===== config.mk =====
export PLATFORM = sky130hd
export DESIGN_NAME = ufc_top
export DESIGN_NICKNAME = d
export VERILOG_FILES = /design/src/logic/ufc_pkg.sv /design/src/logic/ufc_fifo_if.sv /design/src/logic/ufc_fifo.sv /design/src/logic/ufc_top.sv
export SDC_FILE = /design/constraint.sdc
export NUM_CORES = 1
export LEC_CHECK = 0
export ABC_AREA = 1
export BUFFER_PORTS_ARGS = -buffer_cell sky130_fd_sc_hd__clkbuf_2
export CORE_ASPECT_RATIO = 1.1
export CORE_MARGIN = 2
export CORE_UTILIZATION = 30
export DETAILED_ROUTE_END_ITERATION = 16
export PLACE_DENSITY_LB_ADDON = 0.12
export SETUP_SLACK_MARGIN = 0.5
export SYNTH_ARGS = -nofsm -noshare
export SYNTH_HDL_FRONTEND = slang
export SYNTH_SLANG_ARGS = --single-unit
export TNS_END_PERCENT = 50

===== constraint.sdc =====
create_clock -name clk_i -period 3.76 [get_ports clk_i]
set_input_delay 0.376 -clock clk_i [delete_from_list [all_inputs] [get_ports clk_i]]
set_output_delay 0.376 -clock clk_i [all_outputs]
set_load 0.05 [all_outputs]

===== src/logic/ufc_pkg.sv =====
// Purpose: shared constants of the uart fifo control block
// Assumes: 32-bit classic wishbone, word index = byte address / 4
// Notes:   offsets are word indices, the byte address is four times them
`default_nettype none
package ufc_pkg;
    ////////////////////////////////////////////////////////////////////////
    // register word indices
    localparam logic [5:0] UFC_IDX_DATA   = 6'h00;
    localparam logic [5:0] UFC_IDX_FCR    = 6'h02;
    localparam logic [5:0] UFC_IDX_STATUS = 6'h03;
    localparam logic [5:0] UFC_IDX_MASK   = 6'h04;
    localparam logic [5:0] UFC_IDX_STATE  = 6'h05;
    ////////////////////////////////////////////////////////////////////////
    // fifo_control_reg fields
    localparam int UFC_FCR_EN    = 0;
    localparam int UFC_FCR_RXCLR = 1;
    localparam int UFC_FCR_TXCLR = 2;
    localparam int UFC_FCR_DMA   = 3;
    localparam int UFC_FCR_TRG   = 4;
    localparam logic [7:0] UFC_FCR_RESET = 8'h00;
    ////////////////////////////////////////////////////////////////////////
    // transmit empty-space thresholds, selected by bits 5:4
    localparam logic [7:0] UFC_TXTHR_0 = 8'h08;
    localparam logic [7:0] UFC_TXTHR_1 = 8'h10;
    localparam logic [7:0] UFC_TXTHR_2 = 8'h20;
    localparam logic [7:0] UFC_TXTHR_3 = 8'h38;
    localparam int UFC_BIG_DEPTH = 64;
    ////////////////////////////////////////////////////////////////////////
    // interrupt status bits
    localparam int UFC_IRQ_TXSPACE = 0;
    localparam int UFC_IRQ_RXREQ   = 1;
    localparam int UFC_IRQ_RXOVR   = 2;
    localparam int UFC_IRQ_W       = 3;
endpackage
`default_nettype wire


===== src/logic/ufc_fifo_if.sv =====
// Purpose: link between the control logic and one fifo store
// Assumes: one clock, all signals synchronous
// Notes:   cap limits the usable depth, 1 gives a holding register
`default_nettype none
interface ufc_fifo_if #(
    parameter int W     = 8,
    parameter int DEPTH = 64
);
    localparam int CW = $clog2(DEPTH + 1);
    logic          push;
    logic          pop;
    logic          clear;
    logic [W-1:0]  wdata;
    logic [W-1:0]  rdata;
    logic [CW-1:0] cap;
    logic [CW-1:0] count;
    logic          full;
    logic          empty;
    modport owner (output push, pop, clear, wdata, cap,
                   input rdata, count, full, empty);
    modport store (input push, pop, clear, wdata, cap,
                   output rdata, count, full, empty);
endinterface
`default_nettype wire


===== src/logic/ufc_fifo.sv =====
// Purpose: circular byte store with pointers and occupancy count
// Assumes: DEPTH is a power of two
// Notes:   clear drops pointers and count only, the array keeps stale data
`default_nettype none
module ufc_fifo #(
    parameter int W     = 8,
    parameter int DEPTH = 64
) (
    input  wire logic clk_i,      // system clock
    input  wire logic rst_i,      // synchronous reset, active high
    ufc_fifo_if.store f           // control side
);
    localparam int PW = $clog2(DEPTH);
    localparam int CW = $clog2(DEPTH + 1);

    logic [W-1:0]  mem [DEPTH];
    logic [PW-1:0] wr_ptr_reg;
    logic [PW-1:0] rd_ptr_reg;
    logic [CW-1:0] count_reg;
    logic          do_push;
    logic          do_pop;

    assign f.full  = (count_reg >= f.cap);
    assign f.empty = (count_reg == '0);
    assign f.count = count_reg;
    assign f.rdata = mem[rd_ptr_reg];
    assign do_push = f.push && !f.full;
    assign do_pop  = f.pop && !f.empty;

    always_ff @(posedge clk_i) begin
        if (do_push) begin
            mem[wr_ptr_reg] <= f.wdata;
        end
    end

    // clear beats any push or pop in the same cycle
    always_ff @(posedge clk_i) begin
        if (rst_i || f.clear) begin
            wr_ptr_reg <= '0;
            rd_ptr_reg <= '0;
            count_reg  <= '0;
        end else begin
            if (do_push) begin
                wr_ptr_reg <= wr_ptr_reg + PW'(1);
            end
            if (do_pop) begin
                rd_ptr_reg <= rd_ptr_reg + PW'(1);
            end
            if (do_push && !do_pop) begin
                count_reg <= count_reg + CW'(1);
            end else if (do_pop && !do_push) begin
                count_reg <= count_reg - CW'(1);
            end
        end
    end
endmodule
`default_nettype wire


===== src/logic/ufc_top.sv =====
// Purpose: fifo control of one uart channel with dma request pins
// Assumes: classic wishbone slave, 32-bit data, one clock at 100 MHz
// Notes:   dma requests are active low; irq_o is a level
//
// Register access over Wishbone was left to the implementer.
`default_nettype none
// Behaviour
// - transmit threshold field exists only with 64-byte fifos
// - space above threshold raises transmit interrupt, and transmit request in block mode
// - bits 5:4 select threshold 8, 16, 32 or 56; default 8
// - on 16-byte build bits 5:4 are ignored
// - bit 3 set selects block dma mode, only with fifos on
// - bit 3 clear selects single dma mode, the reset default
// - writing 1 to bit 2 empties transmit fifo, self clearing
// - transmit fifo clear leaves transmit shift register alone
// - writing 1 to bit 1 empties receive fifo, self clearing
// - receive fifo clear leaves receive shift register alone
// - other control bits are taken only while bit 0 is written set
// - bit 0 clear disables both fifos; disabled after reset
// - single mode: receive request low while a character is held
// - single mode: transmit request low while transmit store is empty
// - block mode: receive request at trigger or timeout, until empty
// - block mode: transmit request stays low until fifo is full
module ufc_top
    import ufc_pkg::*;
#(
    parameter int DEPTH = 64
) (
    input  wire logic        clk_i,              // system clock
    input  wire logic        rst_i,              // master reset pin, sync
    input  wire logic        wb_cyc_i,           // wishbone cycle
    input  wire logic        wb_stb_i,           // wishbone strobe
    input  wire logic        wb_we_i,            // wishbone write
    input  wire logic [7:0]  wb_adr_i,           // byte address
    input  wire logic [3:0]  wb_sel_i,           // byte lanes
    input  wire logic [31:0] wb_dat_i,           // write data
    output logic      [31:0] wb_dat_o,           // read data
    output logic             wb_ack_o,           // acknowledge
    input  wire logic        tx_shift_done_i,    // serializer took the byte
    output logic      [7:0]  tx_shift_data_o,    // transmit shift register
    output logic             tx_shift_valid_o,   // shift register loaded
    input  wire logic        rx_char_valid_i,    // character assembled
    input  wire logic [7:0]  rx_char_i,          // assembled character
    input  wire logic        rx_timeout_i,       // receive timeout pulse
    input  wire logic [6:0]  rx_trigger_level_i, // receive trigger count
    output logic             tx_dma_request_n_o, // transmit dma request
    output logic             rx_dma_request_n_o, // receive dma request
    output logic             irq_o               // interrupt level
);
    localparam int  CW      = $clog2(DEPTH + 1);
    localparam bit  HAS_THR = (DEPTH == UFC_BIG_DEPTH);

    ////////////////////////////////////////////////////////////////////////
    // fifo stores
    ufc_fifo_if #(.W(8), .DEPTH(DEPTH)) txf ();
    ufc_fifo_if #(.W(8), .DEPTH(DEPTH)) rxf ();

    ufc_fifo #(.W(8), .DEPTH(DEPTH)) u_tx_fifo (
        .clk_i (clk_i),
        .rst_i (rst_i),
        .f     (txf)
    );
    ufc_fifo #(.W(8), .DEPTH(DEPTH)) u_rx_fifo (
        .clk_i (clk_i),
        .rst_i (rst_i),
        .f     (rxf)
    );

    logic [7:0]           fifo_control_reg;
    logic [UFC_IRQ_W-1:0] status_reg;
    logic [UFC_IRQ_W-1:0] mask_reg;
    logic [UFC_IRQ_W-1:0] status_set;
    logic [7:0]           tx_shift_reg;
    logic                 tx_shift_full_reg;
    logic [7:0]           rx_shift_reg;
    logic                 rx_shift_full_reg;
    logic                 tx_active_reg;
    logic                 tx_active_next;
    logic                 rx_active_reg;
    logic                 rx_active_next;
    logic                 tx_level_reg;
    logic                 rx_req_reg;
    logic                 taken;
    logic                 wr;
    logic                 rd;
    logic [5:0]           idx;
    logic                 fifo_en;
    logic                 dma1_eff;
    logic                 thr_en;
    logic [CW-1:0]        tx_space;
    logic [7:0]           tx_thr;
    logic                 tx_level_ok;
    logic                 rx_level_ok;
    logic                 tx_clr;
    logic                 rx_clr;
    logic                 tx_load;
    logic [31:0]          rd_value;

    ////////////////////////////////////////////////////////////////////////
    // bus decode
    assign taken = wb_cyc_i && wb_stb_i && !wb_ack_o;
    assign wr    = taken && wb_we_i;
    assign rd    = taken && !wb_we_i;
    assign idx   = wb_adr_i[7:2];

    assign fifo_en  = fifo_control_reg[UFC_FCR_EN];
    // block mode needs fifos on; otherwise single mode applies
    assign dma1_eff = fifo_en && fifo_control_reg[UFC_FCR_DMA];
    assign thr_en   = HAS_THR && fifo_en;

    // clears act only when the same write keeps bit 0 set
    assign tx_clr = wr && idx == UFC_IDX_FCR && wb_sel_i[0]
                    && wb_dat_i[UFC_FCR_EN]
                    && wb_dat_i[UFC_FCR_TXCLR];
    assign rx_clr = wr && idx == UFC_IDX_FCR && wb_sel_i[0]
                    && wb_dat_i[UFC_FCR_EN]
                    && wb_dat_i[UFC_FCR_RXCLR];

    // control register; clear bits are never stored, so they self clear
    always_ff @(posedge clk_i) begin
        if (rst_i) begin
            fifo_control_reg <= UFC_FCR_RESET;
        end else if (wr && idx == UFC_IDX_FCR && wb_sel_i[0]) begin
            fifo_control_reg[UFC_FCR_EN] <= wb_dat_i[UFC_FCR_EN];
            if (wb_dat_i[UFC_FCR_EN]) begin
                fifo_control_reg[UFC_FCR_DMA] <= wb_dat_i[UFC_FCR_DMA];
                fifo_control_reg[7:6] <= wb_dat_i[7:6];
                if (HAS_THR) begin
                    fifo_control_reg[5:4] <= wb_dat_i[5:4];
                end
            end
        end
    end

    ////////////////////////////////////////////////////////////////////////
    // transmit side
    always_comb begin
        unique case (fifo_control_reg[5:4])
            2'b11:   tx_thr = UFC_TXTHR_3;
            2'b10:   tx_thr = UFC_TXTHR_2;
            2'b01:   tx_thr = UFC_TXTHR_1;
            default: tx_thr = UFC_TXTHR_0;
        endcase
    end

    // disabled fifos shrink to a single holding byte
    assign txf.cap   = fifo_en ? CW'(DEPTH) : CW'(1);
    assign rxf.cap   = fifo_en ? CW'(DEPTH) : CW'(1);
    assign tx_space  = txf.cap - txf.count;
    assign tx_level_ok = thr_en ? (8'(tx_space) > tx_thr)
                                : txf.empty;
    assign txf.push  = wr && idx == UFC_IDX_DATA && wb_sel_i[0];
    assign txf.wdata = wb_dat_i[7:0];
    assign txf.clear = tx_clr;
    assign tx_load   = (!tx_shift_full_reg || tx_shift_done_i) && !txf.empty
                       && !tx_clr;
    assign txf.pop   = tx_load;

    // only the master reset or the serializer finishing empties the shift register
    always_ff @(posedge clk_i) begin
        if (rst_i) begin
            tx_shift_reg      <= 8'h00;
            tx_shift_full_reg <= 1'b0;
        end else if (tx_load) begin
            tx_shift_reg      <= txf.rdata;
            tx_shift_full_reg <= 1'b1;
        end else if (tx_shift_done_i) begin
            tx_shift_full_reg <= 1'b0;
        end
    end

    // block mode holds the request until the fifo is full
    always_comb begin
        tx_active_next = 1'b0;
        if (dma1_eff) begin
            tx_active_next = (tx_active_reg && !txf.full)
                             || tx_level_ok;
        end
    end

    always_ff @(posedge clk_i) begin
        if (rst_i) begin
            tx_active_reg      <= 1'b0;
            tx_dma_request_n_o <= 1'b0;
            tx_level_reg       <= 1'b0;
        end else begin
            tx_active_reg <= tx_active_next;
            tx_level_reg  <= tx_level_ok;
            if (dma1_eff) begin
                tx_dma_request_n_o <= !tx_active_next;
            end else begin
                tx_dma_request_n_o <= !txf.empty;
            end
        end
    end

    ////////////////////////////////////////////////////////////////////////
    // receive side
    always_ff @(posedge clk_i) begin
        if (rst_i) begin
            rx_shift_reg      <= 8'h00;
            rx_shift_full_reg <= 1'b0;
        end else if (rx_char_valid_i) begin
            rx_shift_reg      <= rx_char_i;
            rx_shift_full_reg <= 1'b1;
        end else if (!rx_clr) begin
            // a clear blocks the push; keep the character pending instead
            rx_shift_full_reg <= 1'b0;
        end
    end

    // a character that meets a full store is dropped and flagged
    assign rxf.push  = rx_shift_full_reg && !rx_clr;
    assign rxf.wdata = rx_shift_reg;
    assign rxf.clear = rx_clr;
    assign rxf.pop   = rd && idx == UFC_IDX_DATA;
    assign rx_level_ok = (rxf.count >= CW'(rx_trigger_level_i))
                         || rx_timeout_i;

    always_comb begin
        rx_active_next = 1'b0;
        if (dma1_eff) begin
            rx_active_next = !rxf.empty
                             && (rx_active_reg || rx_level_ok);
        end
    end

    always_ff @(posedge clk_i) begin
        if (rst_i) begin
            rx_active_reg      <= 1'b0;
            rx_dma_request_n_o <= 1'b1;
            rx_req_reg         <= 1'b0;
        end else begin
            rx_active_reg <= rx_active_next;
            rx_req_reg    <= !rx_dma_request_n_o;
            if (dma1_eff) begin
                rx_dma_request_n_o <= !rx_active_next;
            end else begin
                rx_dma_request_n_o <= rxf.empty;
            end
        end
    end

    ////////////////////////////////////////////////////////////////////////
    // interrupts: sticky, write one to clear, a new event wins
    assign status_set[UFC_IRQ_TXSPACE] = tx_level_ok && !tx_level_reg
                                         && thr_en;
    assign status_set[UFC_IRQ_RXREQ]   = !rx_dma_request_n_o && !rx_req_reg;
    assign status_set[UFC_IRQ_RXOVR]   = rxf.push && rxf.full;

    always_ff @(posedge clk_i) begin
        if (rst_i) begin
            status_reg <= '0;
        end else if (wr && idx == UFC_IDX_STATUS && wb_sel_i[0]) begin
            status_reg <= (status_reg & ~wb_dat_i[UFC_IRQ_W-1:0])
                          | status_set;
        end else begin
            status_reg <= status_reg | status_set;
        end
    end

    always_ff @(posedge clk_i) begin
        if (rst_i) begin
            mask_reg <= '0;
        end else if (wr && idx == UFC_IDX_MASK && wb_sel_i[0]) begin
            mask_reg <= wb_dat_i[UFC_IRQ_W-1:0];
        end
    end

    always_ff @(posedge clk_i) begin
        if (rst_i) begin
            irq_o <= 1'b0;
        end else begin
            irq_o <= |(status_reg & mask_reg);
        end
    end

    ////////////////////////////////////////////////////////////////////////
    // read mux; the control register reads zero at its own index, its value shows in the state word
    always_comb begin
        rd_value = 32'h0000_0000;
        unique case (idx)
            UFC_IDX_DATA:   rd_value = {24'h00_0000, rxf.rdata};
            UFC_IDX_STATUS: rd_value = 32'(status_reg);
            UFC_IDX_MASK:   rd_value = 32'(mask_reg);
            UFC_IDX_STATE:  rd_value = {8'h00, 8'(rxf.count),
                                        8'(txf.count), fifo_control_reg};
            default:        rd_value = 32'h0000_0000;
        endcase
    end

    always_ff @(posedge clk_i) begin
        if (rst_i) begin
            wb_ack_o <= 1'b0;
            wb_dat_o <= 32'h0000_0000;
        end else begin
            wb_ack_o <= taken;
            if (rd) begin
                wb_dat_o <= rd_value;
            end
        end
    end

    assign tx_shift_data_o  = tx_shift_reg;
    assign tx_shift_valid_o = tx_shift_full_reg;

    ////////////////////////////////////////////////////////////////////////
    // checks
    fcr_reset_a: assert property (@(posedge clk_i)
        rst_i |=> fifo_control_reg == UFC_FCR_RESET && !dma1_eff)
        else $error("control not default after reset");
    fcr_guard_a: assert property (@(posedge clk_i) disable iff (rst_i)
        (wr && idx == UFC_IDX_FCR && wb_sel_i[0]
            && !wb_dat_i[UFC_FCR_EN])
        |=> fifo_control_reg[7:1] == $past(fifo_control_reg[7:1])
            && !fifo_en)
        else $error("control bits changed with bit 0 clear");
    thr_reserved_a: assert property (@(posedge clk_i)
        HAS_THR || fifo_control_reg[5:4] == 2'b00)
        else $error("reserved threshold bits stored");
    tx_clear_a: assert property (@(posedge clk_i)
        disable iff (rst_i)
        tx_clr |=> txf.count == '0 && tx_shift_valid_o
            == $past(tx_shift_full_reg && !tx_shift_done_i))
        else $error("transmit fifo not emptied");
    tx_shift_keep_a: assert property (@(posedge clk_i) disable iff (rst_i)
        (tx_clr && !tx_shift_done_i) |=> $stable(tx_shift_reg))
        else $error("transmit shift register disturbed by clear");
    rx_shift_keep_a: assert property (@(posedge clk_i) disable iff (rst_i)
        (rx_clr && !rx_char_valid_i)
        |=> $stable(rx_shift_reg) && $stable(rx_shift_full_reg))
        else $error("receive shift register disturbed by clear");
    rx_single_a: assert property (@(posedge clk_i) disable iff (rst_i)
        !dma1_eff |=> rx_dma_request_n_o == $past(rxf.empty))
        else $error("single mode receive request wrong");
    tx_single_a: assert property (@(posedge clk_i) disable iff (rst_i)
        (!dma1_eff && txf.empty) |=> !tx_dma_request_n_o)
        else $error("single mode transmit request missing");
    tx_block_hold_a: assert property (@(posedge clk_i) disable iff (rst_i)
        (dma1_eff && tx_active_reg && !txf.full)
        |=> !tx_dma_request_n_o)
        else $error("block mode transmit request dropped early");
    rx_block_end_a: assert property (@(posedge clk_i) disable iff (rst_i)
        (dma1_eff && rxf.empty) |=> rx_dma_request_n_o)
        else $error("block mode receive request held while empty");
    tx_space_irq_a: assert property (@(posedge clk_i) disable iff (rst_i)
        (thr_en && tx_level_ok && !tx_level_reg)
        |=> status_reg[UFC_IRQ_TXSPACE])
        else $error("transmit space event not recorded");
endmodule
`default_nettype wire


Word level (Yosys, flattened, before mapping). Memory sizes are Yosys's and may differ from the RTL's. A register that Yosys moved wholly into a read port is not among the register bits. Cells that the tools add are included.

Logic and storage cells: 139. Output and inout port bits: 45. Memory bits (writable): 1024. Memories: 2. Bits of input ports: 67. Flip-flop bits (word level): 100.

$lt $le $gt $ge: 4. Bitwise logic cells: 5. Add/sub/neg operators: 9. Mux-type cells: 23. Reduce and logical (&&, ||, !) cells: 66. Equal/unequal tests: 8.

Memories: u_rx_fifo.mem (depth 64, width 8, read ports 1, clocked after Yosys merged registers in 1, wr ports 1, line ufc_fifo.sv:16) `logic [W-1:0] mem [DEPTH];`; u_tx_fifo.mem (depth 64, width 8, read ports 1, clocked after Yosys merged registers in 1, wr ports 1, line ufc_fifo.sv:16).

Operators by type and width (number): case mux 23 bit (4 select lines) (1); two-way mux 7 bit (5); logical AND 1 bit (34); adder 6 x 1 -> 6 bit, second input constant (4); >= comparator 7 bit (3); zero test 1 bit (18); case mux 6 bit (3 select lines) (1); adder 7 x 1 -> 7 bit, second input constant (2); zero test 7 bit (2); subtractor 7 x 1 -> 7 bit, second input constant (2); two-way mux 1 bit (13); equality test 6 x 2 -> 1 bit, second input constant (2); equality test 6 x 3 -> 1 bit, second input constant (2); two-way mux 6 bit (2); greater-than comparator 7 x 8 -> 1 bit (1); subtractor 7 bit (1); bitwise AND 3 bit (2); zero test 6 bit (1); logical OR 1 bit (6); bitwise OR 3 bit (2); nonzero test 2 bit (3); equality test 2 bit, second input constant (2); two-way mux 3 bit (1); inverter 3 bit (1); other kinds (4) (4).

Logic depth before layout (Yosys ltp).
Depth after elaboration: 14. Mapped depth: 22. Gate-level depth less buffers: 22.

Cells and area by module. Synthesis repeated with hierarchy kept, for this count alone.

Cells, all modules: 4393. Area, all modules: 47680.7 um2.

By module, submodules not included: ufc_fifo at u_tx_fifo (cells each 1981, instances 1, area each 22317.7 um2, sequential area each 15875.2 um2); ufc_fifo at u_rx_fifo (cells each 1982, instances 1, area each 22310.1 um2, sequential area each 15875.2 um2); ufc_top (cells each 430, instances 1, area each 3052.9 um2, sequential area each 1201.2 um2).

Worst setup path after synthesis. OpenSTA, ideal clock, no wires.

Kind: flip-flop to flip-flop. Start point: register wb_ack_o. End point: register u_rx_fifo.count_reg[6], in the netlist u_rx_fifo.f.count[6]. Required time: 3.641 ns. Buffers on the path: 0. Setup time: 0.119 ns. Cell stages (with the launch flop): 22. Setup slack: 0.756 ns. Period minus slack after synthesis: 3.004 ns. Arrival time: 2.884 ns. Path through: dfxtp_1 nor2_2 nand2_1 nor2_4 nand2_2 nor2_4 nand2_1 nand3_2 inv_2 ha_1 inv_1 ha_1 a21oi_1 nand2_1 nand2_1 nand2_1 a21oi_1 nor2_1 nor2_1 nand2_1 o21ai_0 a21oi_1.

Longest elaborated chain between the ends: 13. Elaborated cells between the ends (all ways): 20. Classes of those cells: mux: 1; reduce/logical: 19.

RTL lines: start, declared (line ufc_top.sv:38) `output logic wb_ack_o,`; start signal, assigned (line ufc_top.sv:297) `wb_ack_o <= taken;`; zero test 1 bit * (line ufc_top.sv:101) `assign taken = wb_cyc_i && wb_stb_i && !wb_ack_o;`; logical AND 1 bit * (line ufc_top.sv:101); logical AND 1 bit * (line ufc_top.sv:102) `assign wr = taken && wb_we_i;`; logical AND 1 bit * (2 in series) (line ufc_top.sv:115) `assign rx_clr = wr && idx == UFC_IDX_FCR && wb_sel_i[0]`; logical AND 1 bit * (line ufc_top.sv:116) `&& wb_dat_i[UFC_FCR_EN]`; logical AND 1 bit * (line ufc_top.sv:117) `&& wb_dat_i[UFC_FCR_RXCLR];`; zero test 1 bit * (line ufc_top.sv:213) `assign rxf.push = rx_shift_full_reg && !rx_clr;`; logical AND 1 bit * (line ufc_top.sv:213); logical AND 1 bit * (line ufc_fifo.sv:27) `assign do_push = f.push && !f.full;`; named net u_rx_fifo.do_push (line ufc_fifo.sv:20) `logic do_push;`; zero test 1 bit (line ufc_fifo.sv:51) `end else if (do_pop && !do_push) begin`; logical AND 1 bit (line ufc_fifo.sv:51); nonzero test 2 bit (no source line); end signal, assigned (line ufc_fifo.sv:50) `count_reg <= count_reg + CW'(1);`; end signal, assigned (line ufc_fifo.sv:52) `count_reg <= count_reg - CW'(1);`; end, declared (line ufc_fifo.sv:19) `logic [CW-1:0] count_reg;`.

Mark *: on every way through the listed nets, which the timed path passes. The rest lies on a longest branch. A chain may end at the register's enable or synchronous reset.

Worst setup path in the final report.
Start point: register fifo_control_reg[0]. End point: register u_tx_fifo.count_reg[6], in the netlist u_tx_fifo.f.count[6].

Longest elaborated chain between the ends: 7. Elaborated cells between the ends (all ways): 9. Classes of those cells: order compare: 1; mux: 2; reduce/logical: 6.

RTL lines: start, declared (line ufc_top.sv:69) `logic [7:0] fifo_control_reg;`; start signal, assigned by index (line ufc_top.sv:124) `fifo_control_reg[UFC_FCR_EN] <= wb_dat_i[UFC_FCR_EN];`; start signal, assigned by index (line ufc_top.sv:126) `fifo_control_reg[UFC_FCR_DMA] <= wb_dat_i[UFC_FCR_DMA];`; two-way mux 7 bit * (line ufc_top.sv:147) `assign txf.cap = fifo_en ? CW'(DEPTH) : CW'(1);`; >= comparator 7 bit * (line ufc_fifo.sv:23) `assign f.full = (count_reg >= f.cap);`; zero test 1 bit * (line ufc_fifo.sv:27); logical AND 1 bit * (line ufc_fifo.sv:27); named net u_tx_fifo.do_push (line ufc_fifo.sv:20); zero test 1 bit (line ufc_fifo.sv:51); logical AND 1 bit (line ufc_fifo.sv:51); nonzero test 2 bit (no source line); end signal, assigned (line ufc_fifo.sv:50); end signal, assigned (line ufc_fifo.sv:52); end, declared (line ufc_fifo.sv:19).

Marked as above.

==> key figures <==
Global routing
  • Largest net degree at the start of global routing: 162
  • Number of global-route vias before repair: slightly below 30,000
  • First-pass GRT wire length: 201 mm
  • Gr ovfl total: 0
  • GRT Total Usage: ~17%
  • Antenna violations before repair: 2

Worst setup path
  • Worst path cell trace: buf_4 -> ha_1 -> nor2_4 -> nand3_2 -> nand2_1 -> nand2_2 -> nor3_4 -> ha_4 -> clkinvlp_4 -> fa_1 -> nand3_1 -> nand2_1 -> nand2_1 -> nand2_1 -> a21oi_2 -> o21ai_0 -> a21o_1 -> o21ai_0 -> a21oi_1
  • Crit path max-delay cell type: fa_1
  • Most used cell, CP: nand2_1
  • Worst path required time: around 4.4 ns
  • CP peak stage delay: approximately 0.42 ns
  • Worst setup SP type: flop
  • CP Max Fanout: 5
  • Worst path arrival time: roughly 3.7 ns
  • Element type at the critical path end: flop
  • Critical path class: reg -> reg

Floorplanning
  • Die area: 157,000 um^2
  • Die Wd: 378 um
  • # rows: roughly 150
  • Core area: between 150,000 and 200,000 um^2
  • Ports: between 100 and 150
  • Die height: roughly 420 um
  • Initial core utilization: between 30% and 40%

Timing
  • Final setup fails: 0
  • Fin crit period: ~3.0 ns
  • Final Hold Vio Count: 0
  • Fin Hold WS: 0.104 ns
  • TNS Setup: 0 ns
  • Unrepaired setup endpoints after global routing: true
  • Worst Max-Slew Pin Slew: around 1.1 ns
  • Slew HR: 25.0%
  • Layout Skew: approximately 0.065 ns
  • Crit share post-route: about four fifths
  • Peak Freq: between 300 and 400 MHz
  • Final Max Tran Viols: 0

Finish
  • Nets@finish: approximately 4,300
  • Diodes inserted: 0
  • FF/Latch Area: about 33,000 um^2
  • Area Growth Syn to Fin: 16.4%
  • Fill cells: approximately 15,000
  • Most frequent cells in the layout: edfxtp_1, nand2_1, nand3_1
  • Commonest non-fill, non-tap cell in the layout: edfxtp_1
  • Core Util, Final: 35.0%
  • Fin cells: ~6,400
  • Largest regs: u_rx_fifo.mem x512, u_tx_fifo.mem x512, wb_dat_o x22
  • Layout cells sized above 1: between 10% and 20%
  • Area of the multi-input gates: between 10,000 and 15,000 um^2

Placement
  • Hpwl dp: approximately 84 mm
  • Number of port buffers: 72
  • RD Place Congestion: between 0.7 and 0.8
  • Dpl cells: between 6,000 and 7,000

Detailed routing
  • Total number of vias: just over 30,000
  • DRC Markers: 0
  • Routed Antenna Nets: 0
  • Via density: approximately 4.8
  • Total Wirelength: between 100 and 150 mm
  • DRT iter0 DRCs: just over 2,000
  • Routed len/inst: roughly 22 um
  • First-pass DRT Iterations: 5

Pwr
  • Leak: 18.8 nW
  • PD cells: approximately 590 nW/um^2
  • Peak supply drop: slightly above 0.0004 V
  • Power, Total: 31.7 mW

CTS
  • TritonCTS clock tree: built
  • Clk sink count: approximately 1,100
  • CTS Buffer Depth: 3
  • CTS Buf Count: about 120
  • CTS H-tree lvls: 3
  • CTS root buf: clkbuf_16
  • Clk slew on worst S/H paths: approximately 0.06 ns
  • Clk Latency, worst-skew pair: 0.74 ns

Logic synthesis
  • Synth Warn #: 0
  • Synth Cell Area: approximately 46,000 um^2
  • Cell variety after synth: between 50 and 60
  • Synthesis-stage register bit count: about 1,100
  • Compound-Gate Fraction of Synth Area: 6.48%
  • Yosys top cell by area: edfxtp_1
  • Sequential share of the synthesized area: 71.0%
  • Top cells by area, synth: edfxtp_1, nand2_1, nand3_1
  • Top cell type's share of synthesized area: between 60 and 70%
  • Post-Syn Area per Cell: roughly 12 um^2
  • Mux share of post-synthesis cell area: 0%
  • Post-Synth XOR/XNOR Area: less than 1%
  • Post-Synth Simple-Gate Area: between 10% and 20%
  • Largest family of logic cells by synthesized area: simple AND/OR/NAND/NOR gates
  • Synth Area in Adders: between 1 and 1.5%
  • Cells after synthesis: 4,014

Flow run
  • Max cap viols: 0

Min path
  • Worst hold path type: in -> reg

Status
  • Outcome: finished, final reports clean
metal layers:
layer | up-vias | GRT usage, % | routed length [um]
li1 | 14600 | - | -
met1 | 15000 | 23.3 | 61900
met2 | 500 | 28.8 | 67200
met3 | 191 | 1.94 | 4380
met4 | 0 | 5.50 | 3650
met5 | - | 0 | 0
worst max-delay path: cells and delay by family, from the launching register on:
kind            cells  cell delay (ns)
flops               1             0.31
buf+inv             2             0.31
fa+ha+maj           3             0.84
simple gates        9             0.84
compound gates      5             0.61
final timing paths:
| path | start | cells after the start | end | slack [ns] |
|---|---|---|---|---|
| max reg2reg | fifo_control_reg[0] | 19 | u_tx_fifo.f.count[6] | 0.73 |
| min | wb_dat_i[4] | 1 | u_tx_fifo.mem[51][4] | 0.10 |
| max | fifo_control_reg[0] | 19 | u_tx_fifo.f.count[6] | 0.73 |
| min reg2reg | u_tx_fifo.rd_ptr_reg[4] | 2 | u_tx_fifo.rd_ptr_reg[4] | 0.46 |
what timing repair did:
action	in CTS	in global routing
hold buffers	12	0
hold endpoints to repair	11	0
resized for setup	0	12
setup endpoints to repair	0	3
buffers inserted	0	4
cell families (layout without fill, tap and decap cells):
logic type,count (synthesis),after routing
buffers and inverters,347,609
XOR/XNOR,12,12
flip-flops,1128,1128
AO/OA/AOI/OAI,536,536
other,1,10
adder cells (fa/ha/maj),36,36
AND/OR/NAND/NOR,1954,1954
cells in the mapped netlist, drive strengths merged:
library cell  count
o221ai           12
o21a              1
nand3           522
and2              1
xor2              7
clkinv            3
a21oi            72
o21bai            1
nor4              1
clkbuf          118
conb              1
edfxtp         1024
and3              1
a221oi            1
nor2            513
a211oi            5
or2               1
nor3             17
o31ai             1
a2111oi           1
o22ai            71
a22oi             2
a311oi            1
nand3b            3
inv             102
dfxtp           104
o211ai           53
a21boi            1
ha               34
o32ai             1
buf             124
o21ai           312
xnor2             5
nand4            40
nand2           855
fa                2
a21o              1
metrics by stage:
stage	area, um^2	worst slack [ns]
floorplan	46300	0.756
global placement	49900	0.410
detailed placement	49900	0.455
CTS	53800	0.533
global route	53800	0.469
finish	53800	0.727
layout make-up:
class,instances,area share (%)
Tap cell,2065,4.80
Multi-Input combinational cell,2548,22.3
Sequential cell,1128,61.0
Clock inverter,57,1.03
Timing Repair Buffer,289,4.08
Clock buffer,158,5.95
Inverter,105,0.772
report_power, final:
| part | switching (mW) | internal, mW | leakage (nW) | total, mW |
|---|---|---|---|---|
| combinational | 4.14 | 1.77 | 6.65 | 5.91 |
| sequential | 0.331 | 13.9 | 10.3 | 14.2 |
| clock | 4.96 | 6.56 | 1.85 | 11.5 |
(Power assumes the default switching activity.)
